--- src/verilog/crst_pkg.sv ---
/*
  constants, register map and types of the clock/reset status and time base block.
  assumes a single 100 mhz oscillator clock and an axi4-lite register bus.
*/
package crst_pkg;

  // bus geometry and answers
  localparam int unsigned AXI_ADDR_W = 8;
  localparam int unsigned AXI_DATA_W = 32;
  localparam logic [1:0]  RESP_OKAY   = 2'h0;
  localparam logic [1:0]  RESP_SLVERR = 2'h2;

  // printed offsets are register indices; byte address is four times the index
  localparam logic [7:0] MAIN_CLK_CTRL_IDX  = 8'h29;
  localparam logic [7:0] RST_SRC_IDX        = 8'h2b;
  localparam logic [7:0] MAIN_CLK_CTRL_ADDR = 8'(MAIN_CLK_CTRL_IDX * 4);
  localparam logic [7:0] RST_SRC_ADDR       = 8'(RST_SRC_IDX * 4);

  // main_clock_control_status fields
  localparam int unsigned ELAPSED_BIT    = 0;
  localparam int unsigned TB_IE_BIT      = 1;
  localparam int unsigned TB_SEL_LO_BIT  = 2;
  localparam int unsigned TB_SEL_HI_BIT  = 3;
  localparam logic [7:0]  MAIN_CLK_CTRL_RESET = 8'h01;

  // reset_source_clock_guard_status fields
  localparam int unsigned WDG_RF_BIT     = 0;
  localparam int unsigned SAFE_CLK_BIT   = 1;
  localparam int unsigned GUARD_IE_BIT   = 2;
  localparam int unsigned BOR_RF_BIT     = 4;
  localparam logic [7:0]  RST_SRC_RESET  = 8'h00;

  // time base periods in oscillator cycles
  localparam int unsigned TB_CNT_W    = 19;
  localparam int unsigned TB_PERIOD_0 = 32000;
  localparam int unsigned TB_PERIOD_1 = 64000;
  localparam int unsigned TB_PERIOD_2 = 160000;
  localparam int unsigned TB_PERIOD_3 = 400000;

  typedef enum logic [1:0] {
    CRST_SEL_NONE,
    CRST_SEL_MAIN,
    CRST_SEL_RST
  } crst_sel_t;

  typedef enum logic [1:0] {
    CRST_RUN,
    CRST_HALT,
    CRST_TIMED_HALT
  } crst_state_t;

endpackage

--- src/verilog/crst_top.sv ---
/*
  clock/reset status register, clock guard flag, time base counter, halt mode
  control and half-rate clock output, behind an axi4-lite slave.
  assumes reset cause, option and oscillator status levels synchronous to aclk,
  and that aresetn is held while a reset cause is presented.
*/
// Design decision made here: register access over AXI4-Lite.
`timescale 1ns/1ps

// Behaviour
// unused bits of both registers always read as zero
// brownout flag set by brownout reset, cleared only by software writing zero
// brownout flag value is undefined while the brownout detector is disabled
// clock guard irq enable is read/write, gates the guard request, void if guard off
// safe clock flag set on backup oscillator use, read clears after recovery
// safe clock flag held at zero while the clock guard is disabled
// watchdog flag set by watchdog reset, cleared by writing zero or brownout reset
// reset cause coding: pin 00, watchdog 01, brownout 1x
// uncleared brownout flag survives later pin or watchdog resets
// reset status register resets to zero except cause-driven flag bits
// clock-out enable drives a pin with oscillator clock divided by two
// clock-out stops toggling during timed halt
// two-bit select gives periods of 32000, 64000, 160000, 400000 cycles
// a new time base select takes effect only at the end of a period
// time base irq enable is read/write; halt request then enters timed halt
// elapsed flag set each period, cleared by reading the main control register
// main control register resets to 01h
// software must avoid read-modify-write on the main control register
// time base and clock guard requests share one halt-waking interrupt
// clock source returns to the main oscillator once it recovers
// each request is asserted while its flag and its enable are both set
// counter restarts at zero on reaching the period, setting the elapsed flag
module crst_top #(
  parameter int unsigned TB_PERIOD_0 = crst_pkg::TB_PERIOD_0,
  parameter int unsigned TB_PERIOD_1 = crst_pkg::TB_PERIOD_1,
  parameter int unsigned TB_PERIOD_2 = crst_pkg::TB_PERIOD_2,
  parameter int unsigned TB_PERIOD_3 = crst_pkg::TB_PERIOD_3
) (
  input  wire logic        aclk,
  input  wire logic        aresetn,
  input  wire logic [7:0]  s_axi_awaddr,
  input  wire logic [2:0]  s_axi_awprot,
  input  wire logic        s_axi_awvalid,
  output logic             s_axi_awready,
  input  wire logic [31:0] s_axi_wdata,
  input  wire logic [3:0]  s_axi_wstrb,
  input  wire logic        s_axi_wvalid,
  output logic             s_axi_wready,
  output logic [1:0]       s_axi_bresp,
  output logic             s_axi_bvalid,
  input  wire logic        s_axi_bready,
  input  wire logic [7:0]  s_axi_araddr,
  input  wire logic [2:0]  s_axi_arprot,
  input  wire logic        s_axi_arvalid,
  output logic             s_axi_arready,
  output logic [31:0]      s_axi_rdata,
  output logic [1:0]       s_axi_rresp,
  output logic             s_axi_rvalid,
  input  wire logic        s_axi_rready,
  input  wire logic        brownout_reset_cause,
  input  wire logic        watchdog_reset_cause,
  input  wire logic        brownout_detector_enable,
  input  wire logic        clock_guard_enable,
  input  wire logic        osc_failed,
  input  wire logic        clock_out_enable,
  input  wire logic        halt_request,
  input  wire logic        halt_wake,
  output logic             clock_use_safe,
  output logic             clock_out,
  output logic             clock_out_oe,
  output logic             halt_active,
  output logic             timed_halt_active,
  output logic             timebase_irq_req,
  output logic             clock_guard_irq_req,
  output logic             shared_irq
);

  function automatic crst_pkg::crst_sel_t crst_decode(input logic [7:0] addr);
    crst_pkg::crst_sel_t sel;
    sel = crst_pkg::CRST_SEL_NONE;
    if (addr == crst_pkg::MAIN_CLK_CTRL_ADDR) begin
      sel = crst_pkg::CRST_SEL_MAIN;
    end else if (addr == crst_pkg::RST_SRC_ADDR) begin
      sel = crst_pkg::CRST_SEL_RST;
    end
    return sel;
  endfunction

  logic                     awready_q;
  logic                     aw_have_q;
  logic [7:0]               awaddr_q;
  logic                     wready_q;
  logic                     w_have_q;
  logic [7:0]               wbyte_q;
  logic                     wstrb0_q;
  logic                     bvalid_q;
  logic [1:0]               bresp_q;
  logic                     arready_q;
  logic                     rvalid_q;
  logic [31:0]              rdata_q;
  logic [1:0]               rresp_q;
  logic [1:0]               tb_sel_q;
  logic                     tb_ie_q;
  logic                     elapsed_q;
  logic                     guard_ie_q;
  logic                     safe_q;
  logic                     brownout_q;
  logic                     watchdog_q;
  logic [1:0]               sel_act_q;
  logic [crst_pkg::TB_CNT_W-1:0] cnt_q;
  logic [crst_pkg::TB_CNT_W-1:0] limit;
  logic                     tb_wrap;
  crst_pkg::crst_state_t    state_q;
  logic                     halt_q;
  logic                     thalt_q;
  logic                     use_safe_q;
  logic                     clk_out_q;
  logic                     clk_oe_q;
  logic                     tb_req_q;
  logic                     guard_req_q;
  logic                     irq_q;
  logic                     wr_fire;
  crst_pkg::crst_sel_t      wr_sel;
  crst_pkg::crst_sel_t      rd_sel;
  crst_pkg::crst_sel_t      rd_sel_q;
  logic                     rd_fire;
  logic                     wr_main;
  logic                     wr_rst;
  logic                     rd_main;
  logic                     rd_rst;
  logic [7:0]               main_val;
  logic [7:0]               rst_val;

  assign s_axi_awready       = awready_q;
  assign s_axi_wready        = wready_q;
  assign s_axi_bvalid        = bvalid_q;
  assign s_axi_bresp         = bresp_q;
  assign s_axi_arready       = arready_q;
  assign s_axi_rvalid        = rvalid_q;
  assign s_axi_rdata         = rdata_q;
  assign s_axi_rresp         = rresp_q;
  assign clock_use_safe      = use_safe_q;
  assign clock_out           = clk_out_q;
  assign clock_out_oe        = clk_oe_q;
  assign halt_active         = halt_q;
  assign timed_halt_active   = thalt_q;
  assign timebase_irq_req    = tb_req_q;
  assign clock_guard_irq_req = guard_req_q;
  assign shared_irq          = irq_q;

  // bus decode; only byte lane 0 carries register data
  assign wr_fire = aw_have_q && w_have_q && !bvalid_q;
  assign wr_sel  = crst_decode(awaddr_q);
  assign wr_main = wr_fire && wstrb0_q && (wr_sel == crst_pkg::CRST_SEL_MAIN);
  assign wr_rst  = wr_fire && wstrb0_q && (wr_sel == crst_pkg::CRST_SEL_RST);
  assign rd_fire = s_axi_arvalid && arready_q;
  assign rd_sel  = crst_decode(s_axi_araddr);
  assign rd_main = rd_fire && (rd_sel == crst_pkg::CRST_SEL_MAIN);
  assign rd_rst  = rd_fire && (rd_sel == crst_pkg::CRST_SEL_RST);

  // reserved bits tie to zero
  always_comb begin
    main_val = 8'h00;
    main_val[crst_pkg::TB_SEL_HI_BIT:crst_pkg::TB_SEL_LO_BIT] = tb_sel_q;
    main_val[crst_pkg::TB_IE_BIT]   = tb_ie_q;
    main_val[crst_pkg::ELAPSED_BIT] = elapsed_q;
    rst_val = 8'h00;
    rst_val[crst_pkg::BOR_RF_BIT]   = brownout_q;
    rst_val[crst_pkg::GUARD_IE_BIT] = guard_ie_q;
    rst_val[crst_pkg::SAFE_CLK_BIT] = safe_q;
    rst_val[crst_pkg::WDG_RF_BIT]   = watchdog_q;
  end

  always_ff @(posedge aclk) begin
    if (!aresetn) begin
      awready_q <= 1'b1;
      aw_have_q <= 1'b0;
      awaddr_q  <= 8'h00;
    end else if (s_axi_awvalid && awready_q) begin
      awready_q <= 1'b0;
      aw_have_q <= 1'b1;
      awaddr_q  <= s_axi_awaddr;
    end else if (wr_fire) begin
      awready_q <= 1'b1;
      aw_have_q <= 1'b0;
    end
  end

  always_ff @(posedge aclk) begin
    if (!aresetn) begin
      wready_q <= 1'b1;
      w_have_q <= 1'b0;
      wbyte_q  <= 8'h00;
      wstrb0_q <= 1'b0;
    end else if (s_axi_wvalid && wready_q) begin
      wready_q <= 1'b0;
      w_have_q <= 1'b1;
      wbyte_q  <= s_axi_wdata[7:0];
      wstrb0_q <= s_axi_wstrb[0];
    end else if (wr_fire) begin
      wready_q <= 1'b1;
      w_have_q <= 1'b0;
    end
  end

  always_ff @(posedge aclk) begin
    if (!aresetn) begin
      bvalid_q <= 1'b0;
      bresp_q  <= crst_pkg::RESP_OKAY;
    end else if (wr_fire) begin
      bvalid_q <= 1'b1;
      bresp_q  <= (wr_sel == crst_pkg::CRST_SEL_NONE) ? crst_pkg::RESP_SLVERR : crst_pkg::RESP_OKAY;
    end else if (s_axi_bready) begin
      bvalid_q <= 1'b0;
    end
  end

  // read data is the value before any read-to-clear side effect
  always_ff @(posedge aclk) begin
    if (!aresetn) begin
      arready_q <= 1'b1;
      rvalid_q  <= 1'b0;
      rdata_q   <= 32'h0000_0000;
      rresp_q   <= crst_pkg::RESP_OKAY;
      rd_sel_q  <= crst_pkg::CRST_SEL_NONE;
    end else if (rd_fire) begin
      arready_q <= 1'b0;
      rvalid_q  <= 1'b1;
      rd_sel_q  <= rd_sel;
      case (rd_sel)
        crst_pkg::CRST_SEL_MAIN: begin
          rdata_q <= {24'h000000, main_val};
          rresp_q <= crst_pkg::RESP_OKAY;
        end
        crst_pkg::CRST_SEL_RST: begin
          rdata_q <= {24'h000000, rst_val};
          rresp_q <= crst_pkg::RESP_OKAY;
        end
        default: begin
          rdata_q <= 32'h0000_0000;
          rresp_q <= crst_pkg::RESP_SLVERR;
        end
      endcase
    end else if (rvalid_q && s_axi_rready) begin
      arready_q <= 1'b1;
      rvalid_q  <= 1'b0;
    end
  end

  // main control register: select and enable are plain read/write
  always_ff @(posedge aclk) begin
    if (!aresetn) begin
      tb_sel_q <= crst_pkg::MAIN_CLK_CTRL_RESET[crst_pkg::TB_SEL_HI_BIT:crst_pkg::TB_SEL_LO_BIT];
      tb_ie_q  <= crst_pkg::MAIN_CLK_CTRL_RESET[crst_pkg::TB_IE_BIT];
    end else if (wr_main) begin
      tb_sel_q <= wbyte_q[crst_pkg::TB_SEL_HI_BIT:crst_pkg::TB_SEL_LO_BIT];
      tb_ie_q  <= wbyte_q[crst_pkg::TB_IE_BIT];
    end
  end

  // period end beats a same-cycle read so no elapse is lost
  always_ff @(posedge aclk) begin
    if (!aresetn) begin
      elapsed_q <= crst_pkg::MAIN_CLK_CTRL_RESET[crst_pkg::ELAPSED_BIT];
    end else if (tb_wrap) begin
      elapsed_q <= 1'b1;
    end else if (rd_main) begin
      elapsed_q <= 1'b0;
    end
  end

  always_comb begin
    case (sel_act_q)
      2'h0: limit = crst_pkg::TB_CNT_W'(TB_PERIOD_0);
      2'h1: limit = crst_pkg::TB_CNT_W'(TB_PERIOD_1);
      2'h2: limit = crst_pkg::TB_CNT_W'(TB_PERIOD_2);
      default: limit = crst_pkg::TB_CNT_W'(TB_PERIOD_3);
    endcase
  end

  assign tb_wrap = (state_q != crst_pkg::CRST_HALT) && (cnt_q == limit - 1'b1);

  // oscillator is off in full halt, so the counter freezes there
  always_ff @(posedge aclk) begin
    if (!aresetn) begin
      cnt_q     <= '0;
      sel_act_q <= crst_pkg::MAIN_CLK_CTRL_RESET[crst_pkg::TB_SEL_HI_BIT:crst_pkg::TB_SEL_LO_BIT];
    end else if (tb_wrap) begin
      cnt_q     <= '0;
      sel_act_q <= tb_sel_q;
    end else if (state_q != crst_pkg::CRST_HALT) begin
      cnt_q     <= cnt_q + 1'b1;
    end
  end

  // reset status register: guard enable is plain read/write
  always_ff @(posedge aclk) begin
    if (!aresetn) begin
      guard_ie_q <= crst_pkg::RST_SRC_RESET[crst_pkg::GUARD_IE_BIT];
    end else if (wr_rst) begin
      guard_ie_q <= wbyte_q[crst_pkg::GUARD_IE_BIT];
    end
  end

  // cause flags are loaded while reset is held, so they outlive the reset itself
  always_ff @(posedge aclk) begin
    if (!aresetn) begin
      if (brownout_reset_cause && brownout_detector_enable) begin
        brownout_q <= 1'b1;
      end else if (!brownout_detector_enable) begin
        brownout_q <= 1'b0;
      end
    end else if (wr_rst && !wbyte_q[crst_pkg::BOR_RF_BIT]) begin
      brownout_q <= 1'b0;
    end
  end

  always_ff @(posedge aclk) begin
    if (!aresetn) begin
      if (brownout_reset_cause) begin
        watchdog_q <= 1'b0;
      end else if (watchdog_reset_cause) begin
        watchdog_q <= 1'b1;
      end
    end else if (wr_rst && !wbyte_q[crst_pkg::WDG_RF_BIT]) begin
      watchdog_q <= 1'b0;
    end
  end

  // a read while the oscillator is still failed leaves the flag set
  always_ff @(posedge aclk) begin
    if (!aresetn) begin
      safe_q <= crst_pkg::RST_SRC_RESET[crst_pkg::SAFE_CLK_BIT];
    end else if (!clock_guard_enable) begin
      safe_q <= 1'b0;
    end else if (osc_failed) begin
      safe_q <= 1'b1;
    end else if (rd_rst) begin
      safe_q <= 1'b0;
    end
  end

  always_ff @(posedge aclk) begin
    if (!aresetn) begin
      use_safe_q <= 1'b0;
    end else begin
      use_safe_q <= clock_guard_enable && osc_failed;
    end
  end

  always_ff @(posedge aclk) begin
    if (!aresetn) begin
      tb_req_q    <= 1'b0;
      guard_req_q <= 1'b0;
      irq_q       <= 1'b0;
    end else begin
      tb_req_q    <= elapsed_q && tb_ie_q;
      guard_req_q <= safe_q && guard_ie_q && clock_guard_enable;
      irq_q       <= (elapsed_q && tb_ie_q) || (safe_q && guard_ie_q && clock_guard_enable);
    end
  end

  always_ff @(posedge aclk) begin
    if (!aresetn) begin
      state_q <= crst_pkg::CRST_RUN;
      halt_q  <= 1'b0;
      thalt_q <= 1'b0;
    end else begin
      case (state_q)
        crst_pkg::CRST_RUN: begin
          if (halt_request) begin
            state_q <= tb_ie_q ? crst_pkg::CRST_TIMED_HALT : crst_pkg::CRST_HALT;
            halt_q  <= !tb_ie_q;
            thalt_q <= tb_ie_q;
          end
        end
        default: begin
          if (halt_wake || irq_q) begin
            state_q <= crst_pkg::CRST_RUN;
            halt_q  <= 1'b0;
            thalt_q <= 1'b0;
          end
        end
      endcase
    end
  end

  // pin held low when disabled so a re-enable starts from a known phase
  always_ff @(posedge aclk) begin
    if (!aresetn) begin
      clk_out_q <= 1'b0;
      clk_oe_q  <= 1'b0;
    end else begin
      clk_oe_q <= clock_out_enable;
      if (!clock_out_enable) begin
        clk_out_q <= 1'b0;
      end else if (state_q == crst_pkg::CRST_RUN) begin
        clk_out_q <= !clk_out_q;
      end
    end
  end
endmodule

--- config.mk ---
export PLATFORM = sky130hd
export DESIGN_NAME = crst_top
export DESIGN_NICKNAME = d
export VERILOG_FILES = /design/src/verilog/crst_pkg.sv /design/src/verilog/crst_top.sv
export SDC_FILE = /design/constraint.sdc
export NUM_CORES = 1
export LEC_CHECK = 0
export ABC_CLOCK_PERIOD_IN_PS = 1750
export BUFFER_PORTS_ARGS = -buffer_cell sky130_fd_sc_hd__buf_2
export CORE_UTILIZATION = 45
export CTS_BUF_LIST = sky130_fd_sc_hd__clkbuf_8
export CTS_CLUSTER_DIAMETER = 50
export DETAILED_ROUTE_END_ITERATION = 7
export GPL_ROUTABILITY_DRIVEN = 0
export GPL_TIMING_DRIVEN = 0
export PLACE_DENSITY = 0.79
export SLEW_MARGIN = 0
export SYNTH_ARGS = -nofsm -noshare
export SYNTH_HDL_FRONTEND = slang
export SYNTH_SLANG_ARGS = --single-unit
--- constraint.sdc ---
create_clock -name aclk -period 1.75 [get_ports aclk]
set_input_delay 0.175 -clock aclk [delete_from_list [all_inputs] [get_ports aclk]]
set_output_delay 0.175 -clock aclk [all_outputs]
set_load 0.005 [all_outputs]
[Word level (Yosys, flattened, before mapping)]
Index checks and enable logic that the tools add are counted.
Word-level totals
  register bits after elaboration: 96
  bits of input ports: 73
  output and inout port bits: 49
  word-level logic and storage cells: 132
Operators by class
  add/subtract/negate cells: 2
  equal/unequal tests: 16
  muxes and demuxes: 39
  bitwise operators: 1
  reduce and logical (&&, ||, !) cells: 43
Operator list (number)
  $pmux 19 s3: 1
  $eq 8x8->1 const B: 4
  $mux 1: 27
  $mux 2: 10
  $add 19x1->19 const B: 1
  $eq 19x19->1: 1
  $logic_and 1x1->1: 19
  $sub 19x1->19 const B: 1
  $reduce_bool 2->1: 6
  $pmux 5 s2: 1
  $reduce_and 2->1: 5
  $eq 2x1->1 const B: 3
  $eq 2x2->1 const B: 3
  $logic_not 2->1: 3
  $ne 2x1->1 const B: 3
  $logic_not 1->1: 5
  $reduce_or 2->1: 2
  $ne 3x2->1 const B: 1
  $reduce_bool 3->1: 1
  $logic_or 1x1->1: 2
  $ne 2x2->1 const B: 1
  $not 1->1: 1

[Logic depth before layout (Yosys ltp)]
  depth after elaboration: 8
  mapped depth: 7
  depth with buffers taken out: 5

[Worst setup path before layout]
No wires, ideal clock.
  path type: register to register
  start: register sel_act_q[1]
  end: register cnt_q[6] (netlist bit)
  setup time: 0.115 ns
  data arrival time: 1.580 ns
  data required time: 1.635 ns
  path slack: 0.056 ns
  cell stages (with the launch flop): 8
  path buffers: 2
  clock period less this slack: 1.694 ns
  cell sequence: dfxtp_1 buf_4 or3b_1 a21o_1 a2bb2o_1 o21ai_2 buf_4 nor2_1
On the way
  cells in the longest elaborated chain, start to end: 6
  elaborated cells on any way between the ends: 8
  those cells by class: 1 x add/sub; 3 x eq/ne; 1 x mux; 3 x reduce/logical
Ends and longest elaborated chain
  start, declared: line crst_top.sv:109  | logic [1:0] sel_act_q;
  start signal, assigned: line crst_top.sv:287  | sel_act_q <= crst_pkg::MAIN_CLK_CTRL_RESET[crst_pkg::TB_SEL_HI_BIT:crst_pkg::TB_SEL_LO_BIT];
  start signal, assigned: line crst_top.sv:290  | sel_act_q <= tb_sel_q;
  $eq 2x2->1 (tied with other cells): line crst_top.sv:273  | case (sel_act_q)
  $pmux 19 s3 *: line crst_top.sv:273
  $sub 19x1->19 *: line crst_top.sv:281  | assign tb_wrap = (state_q != crst_pkg::CRST_HALT) && (cnt_q == limit - 1'b1);
  $eq 19x19->1 *: line crst_top.sv:281
  $logic_and 1x1->1 *: line crst_top.sv:281
  $reduce_or 2->1 (no source line) *
  end signal, assigned: line crst_top.sv:292  | cnt_q <= cnt_q + 1'b1;
  end, declared: line crst_top.sv:110  | logic [crst_pkg::TB_CNT_W-1:0] cnt_q;
Every way passes the cells marked *; elsewhere a longest branch is shown, timed or not.
A chain may end at the register's enable or synchronous reset.

[Worst setup path in the final report]
  start: register cnt_q[13] (netlist bit)
  end: register cnt_q[9] (netlist bit)
On the way
  cells in the longest elaborated chain, start to end: 3
Ends and longest elaborated chain (line)
  $eq 19x19->1: crst_top.sv:281
  $logic_and 1x1->1: crst_top.sv:281
  $reduce_or 2->1 (no source line)
Every way passes these cells.

==> impl_metrics.csv <==
group,metric,value,unit
routing,drt_pass1_iterations,5,
worst_setup_path,reg2reg_depth,6,
clocking,clkLatencyLatePin,0.35,ns
synth,syn-cell-area,2950,um2
sta,fin_worst_skew,0.0111,ns
cells_and_area,insertedDiodeCount,0,
floorplan,core-area,6350,um2
global_routing,grt_antenna_before_repair,0,
sta,maxSlewViolCount,0,
min_path,min_to,"clock_out_oe",
clocking,cts_hold_buf,0,
synth,synth_async_sr_flop_share,0,%
place,dp_hpwl,4.26,mm
global_routing,grt_overflow,0,
min_path,whs_path_depth,2,
floorplan,initial_utilization,46.4,%
cells_and_area,final_nets,519,
sta,fmax,557,MHz
sta,fin_crit,1.80,ns
routing,drt_iter0_drc,170,
worst_setup_path,arrival,2.04,ns
pwr,finalPower,2.96,mW
global_routing,grt_pass1_vias,2490,
pwr,p_switching,0.745,mW
clocking,clkTransAtPathRegs,0.07,ns
clocking,cts_max_level,3,
synth,syn_avg_cell_area,8.56,um2
min_path,hold_start,"clock_out_enable",
cells_and_area,utilization,59.5,%
floorplan,rows,29,
worst_setup_path,required,1.99,ns
worst_setup_path,critPathKind,"register to register",
synth,synth-seq-area-share,44.9,%
pwr,power.share.switching,25.1,%
pwr,ir_drop,0.756,mV
floorplan,die_w,82.9,um
synth,yosysWarnings,0,
min_path,min_path_type,"input port to register",
worst_setup_path,r2r_start,"cnt_q[13]",
worst_setup_path,cp-end-kind,"register",
synth,synth_top_cells_by_area,"dfxtp_1 43%, buf_4 7.9%, nor2_1 6.0%",
cells_and_area,multi_input_area,1530,um2
sta,max-slew-margin-rel,62.4,%
pwr,powerDensity,784,nW/um2
sta,grt_setup_unrepaired,"true",
global_routing,grt_pass1_wl,10.9,mm
synth,syn_inst,344,
cells_and_area,regArea,1330,um2
sta,setup_viol,20,
routing,routed_wl,6.52,mm
clocking,cts_buffers,9,
routing,drc,0,
place,placed_area,3420,um2
global_routing,grtUsageTotal,19.8,%
synth,synth_top_area_share,42.8,%
synth,synth.distinct_cells,47,
place,dp_cells,504,
pwr,power.leakage,1.67,nW
synth,synth_enable_flop_cells,2,
clocking,cts_tree,"done",
flow_run,maxCapViolCount,0,
pwr,seqPwrFrac,53.2,%
synth,synth_seq_cells,65,
clocking,cts_buffer_depth,2,
floorplan,dieArea,6870,um2
worst_setup_path,startpoint_type,"register",
global_routing,grt_max_degree,11,
worst_setup_path,reg2reg_slack,-0.05,ns
cells_and_area,fillers,568,
cells_and_area,final_cells,526,
floorplan,die_y,82.9,um
pwr,power.internal,2.22,mW
cells_and_area,drive_above_1_share,30.7,%
worst_setup_path,critPathMaxFanout,5,
worst_setup_path,r2r-end,"cnt_q[9]",
sta,setup_slack,-0.0459,ns
synth,synth_commonest_cells,"63 x dfxtp_1, 47 x nor2_1, 37 x nand2_1, 31 x buf_4, 27 x a21oi_1",
synth,synth_largest_area_cell,"dfxtp_1",
sta,worstMarginPinSlew,0.564,ns
clocking,clock-sinks,65,
routing,avgRoutedWirePerCell,12.4,um
cells_and_area,fin_area,3780,um2
routing,num_vias,2615,
pwr,comb_power_share,10.7,%
pwr,clock_power_share,36.2,%
clocking,cts-root-buf,"clkbuf_8",
routing,via_per_inst,4.97,
sta,period_share,103,%
sta,fin_setup_tns,-0.658,ns
place,port_buffers,55,
sta,finalHoldViolations,0,
floorplan,io_pins,122,
synth,synth_most_common_cell,"dfxtp_1",
routing,ant_nets,0,
status,violations,"negative setup slack",
cells_and_area,area_growth,28.3,%
synth,synth_ff_type,"dfxtp_1",
status,status,"complete, but fails checks",
==> final cells by class <==
type                    count  area share [%]
plain buffers              41            7.61
clock buffers              10            3.64
flip-flops and latches     65            35.2
well taps                  77            2.55
clock inverters             5           0.662
inverters                  10           0.993
multi-input cells         256            40.5
repair buffers             62            8.87
==> flip-flops by register name (all words and copies together) (netlist names), 2 cells and up <==
signal and count:
wbyte_q 5, tb_sel_q 2, s_axi_rdata 5, awaddr_q 8, sel_act_q 2, cnt_q 19
==> layout by cell type (no fill, tap or decap), types with 8 or more instances in the layout <==
master	count
a21oi_1	27
buf_2	57
buf_4	34
clkbuf_8	10
conb_1	29
dfxtp_1	58
inv_1	12
mux2i_1	8
nand2_1	37
nand3_1	12
nor2_1	34
nor2_2	9
o21ai_0	10
xnor2_1	13
==> worst max-delay path: stages (launching register included) <==
cell      delay, ns
dfxtp_4        0.34
or4b_4         0.54
o22ai_4        0.18
nand4b_4       0.16
o21ai_4        0.24
buf_6          0.18
nor2_1         0.05
==> per-layer routing <==
layer	track usage (%)	routed length [um]	share of wire (%)	vias to the layer above
met1	23.6	2830	43	1181
li1	-	-	-	1316
met2	32.4	3140	48	99
met3	7.06	374	5.7	19
met5	0	0	0	-
met4	7.84	168	2.6	0
==> kinds of logic (layout without fill, tap and decap cells) <==
family | after synthesis | count (layout) | synth area share [%]
AOI/OAI and AO/OA | 54 | 54 | 10.8
muxes | 9 | 9 | 3.10
DFF | 65 | 65 | 44.9
adders and majority gates | 1 | 1 | 0.425
other | 1 | 29 | 0.127
xor gates and xnor gates | 19 | 19 | 5.65
buffers and inverters | 51 | 128 | 10.8
and+or+nand+nor | 144 | 144 | 24.3
==> how the worst max path moves through the flow <==
stage | from | end | slack [ns] | depth (start not counted)
5_1_grt | cnt_q[13] | cnt_q[5] | -0.11 | 6
4_1_cts | cnt_q[13] | cnt_q[11] | -0.01 | 6
2_1_floorplan | sel_act_q[1] | cnt_q[6] | 0.06 | 7
6_report | cnt_q[13] | cnt_q[9] | -0.05 | 6
3_5_place_dp | s_axi_bvalid | brownout_q | -0.14 | 4
3_3_place_gp | s_axi_bvalid | watchdog_q | -0.12 | 4
==> power groups by stage <==
stage | clock (mW) | sequential (mW) | combinational, mW
6_report | 1.07 | 1.58 | 0.316
5_1_grt | 1.16 | 1.58 | 0.351
4_1_cts | 1.10 | 1.58 | 0.302
3_5_place_dp | 0 | 1.61 | 0.290
3_3_place_gp | 0 | 1.61 | 0.282
2_1_floorplan | 0 | 1.61 | 0.195
==> repair_timing <==
action,CTS,global route
buffers inserted,3,2
cloned,2,0
pin swaps,3,14
endpoints found under the setup margin,22,23
resized for setup,14,28
==> metrics by stage <==
stage	hold WS (ns)	worst slack [ns]
after detailed placement	0.412	-0.139
after global placement	0.407	-0.120
after floorplan	0.310	0.0557
after CTS	0.0425	-0.0116
after global routing	0.0519	-0.111
final	0.0572	-0.0459
(Power assumes the default switching activity.)
